===== config.mk =====
export PLATFORM = sky130hd
export DESIGN_NAME = tcr_touch_readout
export DESIGN_NICKNAME = d
export VERILOG_FILES = /design/src/design/tcr_pkg.sv /design/src/design/tcr_ctl_if.sv /design/src/design/tcr_edge_cnt.sv /design/src/design/tcr_prescale.sv /design/src/design/tcr_touch_readout.sv
export SDC_FILE = /design/constraint.sdc
export NUM_CORES = 1
export LEC_CHECK = 0
export ABC_AREA = 1
export BUFFER_PORTS_ARGS = -buffer_cell sky130_fd_sc_hd__buf_2
export CELL_PAD_IN_SITES_DETAIL_PLACEMENT = 0
export CELL_PAD_IN_SITES_GLOBAL_PLACEMENT = 1
export CORE_ASPECT_RATIO = 1.75
export CORE_MARGIN = 5
export CORE_UTILIZATION = 45
export CTS_CLUSTER_SIZE = 30
export DETAILED_ROUTE_END_ITERATION = 16
export PLACE_DENSITY_LB_ADDON = 0.1
export SLEW_MARGIN = 5
export SYNTH_ARGS = -nofsm -noshare
export SYNTH_HDL_FRONTEND = slang
export SYNTH_SLANG_ARGS = --single-unit

===== constraint.sdc =====
create_clock -name pclk -period 4.1 [get_ports pclk]
set_input_delay 0.615 -clock pclk [delete_from_list [all_inputs] [get_ports pclk]]
set_output_delay 0.615 -clock pclk [all_outputs]
set_load 0.005 [all_outputs]

===== src/design/tcr_pkg.sv =====
// constants shared by the capacitive touch readout block
// Contract
// [RL1] word variant returns 16 bits, charge-time variant returns 10 bits (0..1023)
// [RL2] measure time for preset oscillation count; more capacitance gives larger value
// [RL3] word cfg bits 7:5 set required count 256,192,128,64,32; code uses 256 minus 32 per code step (256,224,...,32)
// [RL4] word cfg bits 4:3 pick source current off, low, medium, high
// [RL5] word cfg bits 2:0 pick timer prescale 2..256, code 001 divides by 4
// [RL6] word variant without cfg byte uses 000 01 001
// [RL7] charge variant ignores bits 7:6, bits 5:4 pick charge current
// [RL8] charge variant bits 3:0 set charge interval in 2us units, 1..15
// [RL9] charge variant without cfg byte uses 0011 0010
// [RL10] measurement counter runs from the system clock
// [RL11] pin switched to analog mode and attached to oscillator before measuring
// [RL12] busy from request until count completes, then result and one-cycle done
package tcr_pkg;
  // ==========================================================
  // register map
  localparam logic [7:0] ADDR_CTRL   = 8'h00;
  localparam logic [7:0] ADDR_CFG    = 8'h04;
  localparam logic [7:0] ADDR_STAT   = 8'h08;
  localparam logic [7:0] ADDR_RES    = 8'h0C;
  localparam int         CTRL_START  = 0;
  localparam int         CTRL_VAR    = 1;
  localparam int         CTRL_USECFG = 2;
  localparam int         CTRL_CH_LSB = 8;
  localparam int         STAT_BUSY   = 0;
  localparam int         STAT_DONE   = 1;
  localparam logic [7:0] CFG_RST     = 8'h00;
  // ==========================================================
  // configuration byte layouts
  localparam logic [7:0] CFG_DEF_WORD  = 8'h09;
  localparam logic [7:0] CFG_DEF_CHG   = 8'h32;
  localparam int         WCFG_PRE_LSB  = 5;
  localparam int         WCFG_CUR_LSB  = 3;
  localparam int         WCFG_DIV_LSB  = 0;
  localparam int         CCFG_CUR_LSB  = 4;
  localparam int         CCFG_TIME_LSB = 0;
  localparam logic [8:0] OSC_FULL      = 9'h100;
  localparam int         OSC_STEP_SH   = 5;
  localparam logic [15:0] WORD_MAX     = 16'hFFFF;
  localparam logic [9:0] CHG_MAX       = 10'h3FF;
  // ==========================================================
  // timing
  localparam int         CLK_NS      = 100;
  localparam int         T_UNIT_NS   = 2000;
  localparam int         CYC_UNIT    = (T_UNIT_NS + CLK_NS - 1) / CLK_NS;
endpackage


===== src/design/tcr_ctl_if.sv =====
// control bundle between the readout sequencer and its counters
`timescale 1ns/10ps
interface tcr_ctl_if;
  logic       ce;
  logic       run;
  logic       osc_in;
  logic       tick;
  logic       reached;
  logic [2:0] div_code;
  logic [8:0] osc_req;
  modport ctl (output ce, run, osc_in, div_code, osc_req, input tick, reached);
  modport pre (input ce, run, div_code, output tick);
  modport edg (input ce, run, osc_in, osc_req, output reached);
endinterface


===== src/design/tcr_edge_cnt.sv =====
// counts rising edges of the sensor oscillator up to the required count
`timescale 1ns/10ps
module tcr_edge_cnt (
  input wire logic pclk,
  input wire logic presetn,
  tcr_ctl_if.edg   bus
);
  logic       osc_q;
  logic [8:0] cnt_reg;
  wire logic rise = bus.osc_in & ~osc_q;
  assign bus.reached = bus.run & (cnt_reg == bus.osc_req); // RL2
  // ==========================================================
  // edge count
  always_ff @(posedge pclk or negedge presetn) begin
    if (!presetn) begin
      osc_q   <= 1'b0;
      cnt_reg <= 9'h000;
    end else if (bus.ce) begin
      osc_q <= bus.osc_in;
      if (!bus.run) begin
        cnt_reg <= 9'h000;
      end else if (rise && !bus.reached) begin
        cnt_reg <= cnt_reg + 9'h001;
      end
    end
  end
endmodule


===== src/design/tcr_prescale.sv =====
// timing prescaler, divides the system clock by 2^(code+1)
`timescale 1ns/10ps
module tcr_prescale (
  input wire logic pclk,
  input wire logic presetn,
  tcr_ctl_if.pre   bus
);
  logic [7:0] cnt_reg;
  wire logic [8:0] span = (9'h002 << bus.div_code) - 9'h001;
  wire logic [7:0] mask = span[7:0];
  assign bus.tick = bus.run & (cnt_reg == mask); // RL5
  // ==========================================================
  // divider count
  always_ff @(posedge pclk or negedge presetn) begin
    if (!presetn) begin
      cnt_reg <= 8'h00;
    end else if (bus.ce) begin
      cnt_reg <= (!bus.run || bus.tick) ? 8'h00 : cnt_reg + 8'h01;
    end
  end
endmodule


===== src/design/tcr_touch_readout.sv =====
// capacitive touch readout with apb registers
`timescale 1ns/10ps
module tcr_touch_readout (
  input  wire logic        pclk,
  input  wire logic        presetn,
  input  wire logic        ce,
  input  wire logic        psel,
  input  wire logic        penable,
  input  wire logic        pwrite,
  input  wire logic [7:0]  paddr,
  input  wire logic [31:0] pwdata,
  output logic      [31:0] prdata,
  output logic             pready,
  output logic             pslverr,
  input  wire logic        osc_in,
  output logic             pad_analog,
  output logic      [2:0]  pad_chan,
  output logic      [1:0]  osc_current,
  output logic             pad_charge,
  output logic             busy,
  output logic             done,
  output logic      [15:0] result
);
  typedef enum {S_IDLE, S_ATTACH, S_CHARGE, S_MEAS} tcr_state_t;

  tcr_state_t  state_reg;
  tcr_state_t  state_next;
  logic [31:0] prdata_reg;
  logic        pready_reg;
  logic        pslverr_reg;
  logic        ctrl_var_reg;
  logic        ctrl_use_reg;
  logic [2:0]  ctrl_ch_reg;
  logic [7:0]  cfg_reg;
  logic        done_stat_reg;
  logic        var_act_reg;
  logic [7:0]  cfg_act_reg;
  logic [15:0] timer_reg;
  logic [9:0]  chg_cnt_reg;
  logic        pad_analog_reg;
  logic [2:0]  pad_chan_reg;
  logic [1:0]  osc_current_reg;
  logic        pad_charge_reg;
  logic        busy_reg;
  logic        done_reg;
  logic [15:0] result_reg;
  logic [31:0] rd_mux;
  logic        finish;

  tcr_ctl_if cbus ();

  // ==========================================================
  // apb decode
  wire logic access   = psel & penable;
  wire logic take     = access & pready_reg;
  wire logic wr_en    = take & pwrite;
  wire logic hit_ctrl = (paddr == tcr_pkg::ADDR_CTRL);
  wire logic hit_cfg  = (paddr == tcr_pkg::ADDR_CFG);
  wire logic hit_stat = (paddr == tcr_pkg::ADDR_STAT);
  wire logic hit_res  = (paddr == tcr_pkg::ADDR_RES);
  wire logic addr_ok  = hit_ctrl | hit_cfg | hit_stat | hit_res;
  wire logic start_go = wr_en & hit_ctrl & pwdata[tcr_pkg::CTRL_START]
                        & (state_reg == S_IDLE);
  wire logic done_clr = wr_en & hit_stat & pwdata[tcr_pkg::STAT_DONE];
  wire logic var_in   = pwdata[tcr_pkg::CTRL_VAR];
  wire logic use_in   = pwdata[tcr_pkg::CTRL_USECFG];

  always_comb begin
    rd_mux = 32'h0000_0000;
    if (hit_ctrl) begin
      rd_mux[tcr_pkg::CTRL_VAR]           = ctrl_var_reg;
      rd_mux[tcr_pkg::CTRL_USECFG]        = ctrl_use_reg;
      rd_mux[tcr_pkg::CTRL_CH_LSB +: 3]   = ctrl_ch_reg;
    end else if (hit_cfg) begin
      rd_mux[7:0] = cfg_reg;
    end else if (hit_stat) begin
      rd_mux[tcr_pkg::STAT_BUSY] = busy_reg;
      rd_mux[tcr_pkg::STAT_DONE] = done_stat_reg;
    end else if (hit_res) begin
      rd_mux[15:0] = result_reg;
    end
  end

  // one wait state: answer registered in the first access cycle
  always_ff @(posedge pclk or negedge presetn) begin
    if (!presetn) begin
      pready_reg  <= 1'b0;
      pslverr_reg <= 1'b0;
      prdata_reg  <= 32'h0000_0000;
    end else if (ce) begin
      pready_reg <= access & ~pready_reg;
      if (access && !pready_reg) begin
        pslverr_reg <= ~addr_ok;
        prdata_reg  <= pwrite ? 32'h0000_0000 : rd_mux;
      end
    end
  end

  // ==========================================================
  // software registers
  always_ff @(posedge pclk or negedge presetn) begin
    if (!presetn) begin
      ctrl_var_reg  <= 1'b0;
      ctrl_use_reg  <= 1'b0;
      ctrl_ch_reg   <= 3'h0;
      cfg_reg       <= tcr_pkg::CFG_RST;
      done_stat_reg <= 1'b0;
    end else if (ce) begin
      if (wr_en && hit_ctrl) begin
        ctrl_var_reg <= var_in;
        ctrl_use_reg <= use_in;
        ctrl_ch_reg  <= pwdata[tcr_pkg::CTRL_CH_LSB +: 3];
      end
      if (wr_en && hit_cfg) begin
        cfg_reg <= pwdata[7:0];
      end
      // completion wins over a clear in the same cycle
      done_stat_reg <= finish | (done_stat_reg & ~done_clr); // RL12
    end
  end

  // ==========================================================
  // configuration fields
  wire logic [7:0] cfg_eff = use_in ? cfg_reg
                             : (var_in ? tcr_pkg::CFG_DEF_CHG : tcr_pkg::CFG_DEF_WORD); // RL6 RL9
  wire logic [2:0] w_pre  = cfg_act_reg[tcr_pkg::WCFG_PRE_LSB +: 3];
  wire logic [1:0] w_cur  = cfg_act_reg[tcr_pkg::WCFG_CUR_LSB +: 2];
  wire logic [2:0] w_div  = cfg_act_reg[tcr_pkg::WCFG_DIV_LSB +: 3];
  wire logic [1:0] c_cur  = cfg_act_reg[tcr_pkg::CCFG_CUR_LSB +: 2]; // RL7
  wire logic [3:0] c_time = cfg_act_reg[tcr_pkg::CCFG_TIME_LSB +: 4];
  // a zero interval is not valid, treated as one unit
  wire logic [3:0] c_mult = (c_time == 4'h0) ? 4'h1 : c_time; // RL8
  wire logic [9:0] chg_target = 10'(c_mult * tcr_pkg::CYC_UNIT); // RL8
  wire logic [9:0] chg_last   = chg_target - 10'h001;
  wire logic [1:0] sel_cur    = var_act_reg ? c_cur : w_cur; // RL4 RL7
  wire logic [8:0] word_req   = tcr_pkg::OSC_FULL
                                - (9'(w_pre) << tcr_pkg::OSC_STEP_SH); // RL3
  wire logic [15:0] timer_max = var_act_reg ? {6'h00, tcr_pkg::CHG_MAX}
                                : tcr_pkg::WORD_MAX; // RL1
  wire logic sat        = (timer_reg == timer_max);
  assign finish         = (state_reg == S_MEAS) & (cbus.reached | sat); // RL2
  wire logic timer_step = var_act_reg ? 1'b1 : cbus.tick; // RL10
  wire logic chg_end    = (state_reg == S_CHARGE) & (chg_cnt_reg == chg_last);

  // ==========================================================
  // counters
  assign cbus.ce       = ce;
  assign cbus.run      = (state_reg == S_MEAS);
  assign cbus.osc_in   = osc_in;
  assign cbus.div_code = w_div; // RL5
  assign cbus.osc_req  = var_act_reg ? 9'h001 : word_req; // RL3

  tcr_prescale u_pre (
    .pclk    (pclk),
    .presetn (presetn),
    .bus     (cbus)
  );

  tcr_edge_cnt u_edge (
    .pclk    (pclk),
    .presetn (presetn),
    .bus     (cbus)
  );

  // ==========================================================
  // sequencer
  always_comb begin
    state_next = state_reg;
    case (state_reg)
      S_IDLE:   state_next = start_go ? S_ATTACH : S_IDLE;
      S_ATTACH: state_next = var_act_reg ? S_CHARGE : S_MEAS;
      S_CHARGE: state_next = chg_end ? S_MEAS : S_CHARGE;
      S_MEAS:   state_next = finish ? S_IDLE : S_MEAS;
      default:  state_next = S_IDLE;
    endcase
  end

  always_ff @(posedge pclk or negedge presetn) begin
    if (!presetn) begin
      state_reg   <= S_IDLE;
      var_act_reg <= 1'b0;
      cfg_act_reg <= 8'h00;
      timer_reg   <= 16'h0000;
      chg_cnt_reg <= 10'h000;
    end else if (ce) begin
      state_reg <= state_next;
      if (start_go) begin
        var_act_reg <= var_in;
        cfg_act_reg <= cfg_eff; // RL6 RL9
        timer_reg   <= 16'h0000;
      end else if (state_reg == S_MEAS && timer_step && !sat) begin
        timer_reg <= timer_reg + 16'h0001; // RL2 RL10
      end
      chg_cnt_reg <= (state_reg == S_CHARGE) ? chg_cnt_reg + 10'h001 : 10'h000;
    end
  end

  // ==========================================================
  // pin and status outputs
  always_ff @(posedge pclk or negedge presetn) begin
    if (!presetn) begin
      pad_analog_reg  <= 1'b0;
      pad_chan_reg    <= 3'h0;
      osc_current_reg <= 2'h0;
      pad_charge_reg  <= 1'b0;
      busy_reg        <= 1'b0;
      done_reg        <= 1'b0;
      result_reg      <= 16'h0000;
    end else if (ce) begin
      done_reg <= finish; // RL12
      if (start_go) begin
        pad_analog_reg <= 1'b1; // RL11
        pad_chan_reg   <= pwdata[tcr_pkg::CTRL_CH_LSB +: 3];
        busy_reg       <= 1'b1; // RL12
      end else if (finish) begin
        pad_analog_reg <= 1'b0;
        busy_reg       <= 1'b0;
        result_reg     <= timer_reg; // RL1
      end
      if (state_reg == S_ATTACH) begin
        osc_current_reg <= sel_cur; // RL4 RL7 RL11
        pad_charge_reg  <= var_act_reg;
      end else if (finish) begin
        osc_current_reg <= 2'h0;
      end
      if (chg_end) begin
        pad_charge_reg <= 1'b0;
      end
    end
  end

  assign prdata      = prdata_reg;
  assign pready      = pready_reg;
  assign pslverr     = pslverr_reg;
  assign pad_analog  = pad_analog_reg;
  assign pad_chan    = pad_chan_reg;
  assign osc_current = osc_current_reg;
  assign pad_charge  = pad_charge_reg;
  assign busy        = busy_reg;
  assign done        = done_reg;
  assign result      = result_reg;
endmodule

==> impl_metrics.env <==
export IMPL_status="finished, final reports clean"
export IMPL_design_core_area_sq_um=13800
export IMPL_dp_hpwl_mm=12.8
export IMPL_netlist_instances=802
export IMPL_finalCriticalPeriod_ns=3.12
export IMPL_path_class="reg -> reg"
export IMPL_rsz0062_at_grt="no"
export IMPL_totalWireLength_mm=16.8
export IMPL_tritoncts="built"
export IMPL_postCtsResizedCells=0
export IMPL_cap_violations=0
export IMPL_power_density_nw_per_um2=407
export IMPL_wire_per_inst_um=16.2
export IMPL_io_buffers=68
export IMPL_rr_startpoint="cfg_act_reg[2]"
export IMPL_ff2ff_path_depth=16
export IMPL_dieHeight_um=167
export IMPL_grt_pass1_vias=5525
export IMPL_crit_fanout=10
export IMPL_root_buffer="clkbuf_16"
export IMPL_global_route_peak_usage_layer="met2"
export IMPL_synth_seq_area_share_pct=44.1
export IMPL_worst_pin_slew_ns=0.975
export IMPL_htree_num_levels=3
export IMPL_drive_above_1_share_pct=15.4
export IMPL_grt_overflow_total=0
export IMPL_final_common_cell="nand2_1"
export IMPL_met1_usage_pct=24.0
export IMPL_vias_per_cell=5.17
export IMPL_hold_violations=0
export IMPL_finalCritPeriodShare_pct=76.2
export IMPL_cp_start_kind="flip-flop"
export IMPL_antenna_found_initial=0
export IMPL_syn_avg_cell_area_sq_um=7.86
export IMPL_area_growth_pct=11.3
export IMPL_diodes=0
export IMPL_power_leakage_nw=3.59
export IMPL_grt_pass1_wl_mm=27.7
export IMPL_final_nets=917
export IMPL_crit_path_end_kind="flip-flop"
export IMPL_io_pins=106
export IMPL_grtUsageMet2_pct=39.0
export IMPL_start_util_pct=45.6
export IMPL_clock_sinks=111
export IMPL_grt_use_met3_pct=2.39
export IMPL_vias=5392
export IMPL_gp_congestion=0.817
export IMPL_rrSetupSlack_ns=0.98
export IMPL_post_route_drc_count=0
export IMPL_clk_pin_slew_worst_paths_ns=0.09
export IMPL_grt_usage_pct=20.8
export IMPL_ctsHoldBuffers=0
export IMPL_layout_common_cells="221 x nand2_1, 111 x dfrtp_1, 77 x inv_1"
export IMPL_setup_viol=0
export IMPL_skew_ns=0.0123
export IMPL_post_cts_buffers=0
export IMPL_maxSlewHeadroom_pct=35.0
export IMPL_first_pass_iters=5
export IMPL_slew_viol_final=0
export IMPL_postRouteAntennaNets=0
export IMPL_tns_ns=0
export IMPL_vdd_drop_max_v=0.000197
export IMPL_dr_first_iter_drc_count=297
export IMPL_fmaxAchievable_ghz=0.320
export IMPL_synth_area_sq_um=6300
export IMPL_rows=57
export IMPL_ys_warnings_count=0
export IMPL_die_area_sq_um=16600
export IMPL_grt_max_degree=73
export IMPL_clock_latency_ns=0.35
export IMPL_cts_buffers_inserted=9
export IMPL_r2r_end="pad_charge"
export IMPL_worstPathArrival_ns=3.35
export IMPL_p_total_w=0.00286
export IMPL_synth_cell_types=42
export IMPL_clockBufferDepth=2
export IMPL_ys_ff_latch=111
export IMPL_worstHoldPathType="in -> async"
export IMPL_cp_required_ns=4.32
export IMPL_die_w_um=99.5
export IMPL_nFillCells=1395
metal layers:
| layer | routed length, um | vias to the layer above | part of all wire [%] |
|---|---|---|---|
| met3 | 526 | 27 | 3.1 |
| met2 | 9290 | 101 | 55 |
| met4 | 453 | 0 | 2.7 |
| met5 | 0 | - | 0 |
| met1 | 6570 | 2559 | 39 |
| li1 | - | 2705 | - |
synthesized netlist by cell type, drive strengths merged:
master,instances,share of area [%]
o21a,2,0.24
a31oi,1,0.099
o22ai,3,0.30
clkbuf,11,0.66
xnor2,2,0.28
fa,1,0.32
ha,9,1.8
nand4,31,3.1
o211ai,2,0.24
xor2,26,3.6
nand3,49,4.0
nor3,20,2.0
a21oi,31,2.6
and3,2,0.20
nor2,75,5.4
nor3b,3,0.36
dfrtp,111,44
a32o,5,0.79
conb,1,0.059
nor4,1,0.099
o21ai,53,4.7
o221ai,1,0.14
inv,92,5.5
or2,1,0.099
nand2,232,15
a22o,9,1.3
buf,28,3.6
worst max-delay path: stages, from the launching register on:
cell and delay (ns):
dfrtp_1 0.59, nor2_2 0.10, nand2_1 0.17, nand2_1 0.12, ha_1 0.21, ha_1 0.22, fa_1 0.51, nor2_1 0.23
nand3_1 0.14, nor2_1 0.15, nand2_1 0.07, nand2_1 0.06, nand2_1 0.05, nor2_1 0.08, nand3_1 0.13, nand2_1 0.11
a21oi_1 0.06
through the flow:
stage / util [%] / cell area [sq um] / cells / hold slack [ns] / setup slack [ns]
after floorplan: - / 6360 / 817 / 0.319 / 1.46
after global placement: 48.4 / 6690 / 1026 / 0.460 / 0.958
after detailed placement: 48.4 / 6690 / 1026 / 0.466 / 0.954
after CTS: 50.7 / 7020 / 1042 / 0.456 / 0.948
after global routing: 50.7 / 7020 / 1042 / 0.485 / 0.607
final: 50.7 / 7020 / 1042 / 0.411 / 0.975
power by group:
part	switching, W	internal (W)	leakage [nW]	total, W
combinational	0.000419	0.000188	2.00	0.000607
clock	0.000455	0.000497	0.159	0.000952
sequential	0.000114	0.00119	1.44	0.00130
total	0.000988	0.00187	3.59	0.00286
area by class of cell:
class | instances | area (sq um) | share of cell area [%]
timing repair buffer | 71 | 378 | 5.39
clock inverter | 7 | 97.6 | 1.39
inverter | 92 | 345 | 4.92
clock buffer | 9 | 225 | 3.21
multi-input combinational | 575 | 2970 | 42.3
tap | 177 | 221 | 3.16
sequential | 111 | 2780 | 39.6
worst max path at each step:
stage / startpoint / endpoint / slack [ns] / depth (start not counted)
after CTS: cfg_act_reg[2] / pad_charge / 0.95 / 16
after global routing: cfg_act_reg[2] / pad_charge / 0.61 / 16
after detailed placement: cfg_act_reg[2] / pad_charge / 0.95 / 16
final: cfg_act_reg[2] / pad_charge / 0.98 / 16
after global placement: cfg_act_reg[2] / pad_charge / 0.96 / 16
after floorplan: cfg_act_reg[3] / pad_charge / 1.46 / 17
logic make-up after synthesis:
group | Yosys count | share of synthesized area (%)
simple gates | 414 | 29.8
buf+inv | 131 | 9.71
flops | 111 | 44.1
compound gates | 107 | 10.4
xor+xnor | 28 | 3.89
fa+ha+maj | 10 | 2.10
other cells | 1 | 0.0595
Power figures use the tool's default switching activity.
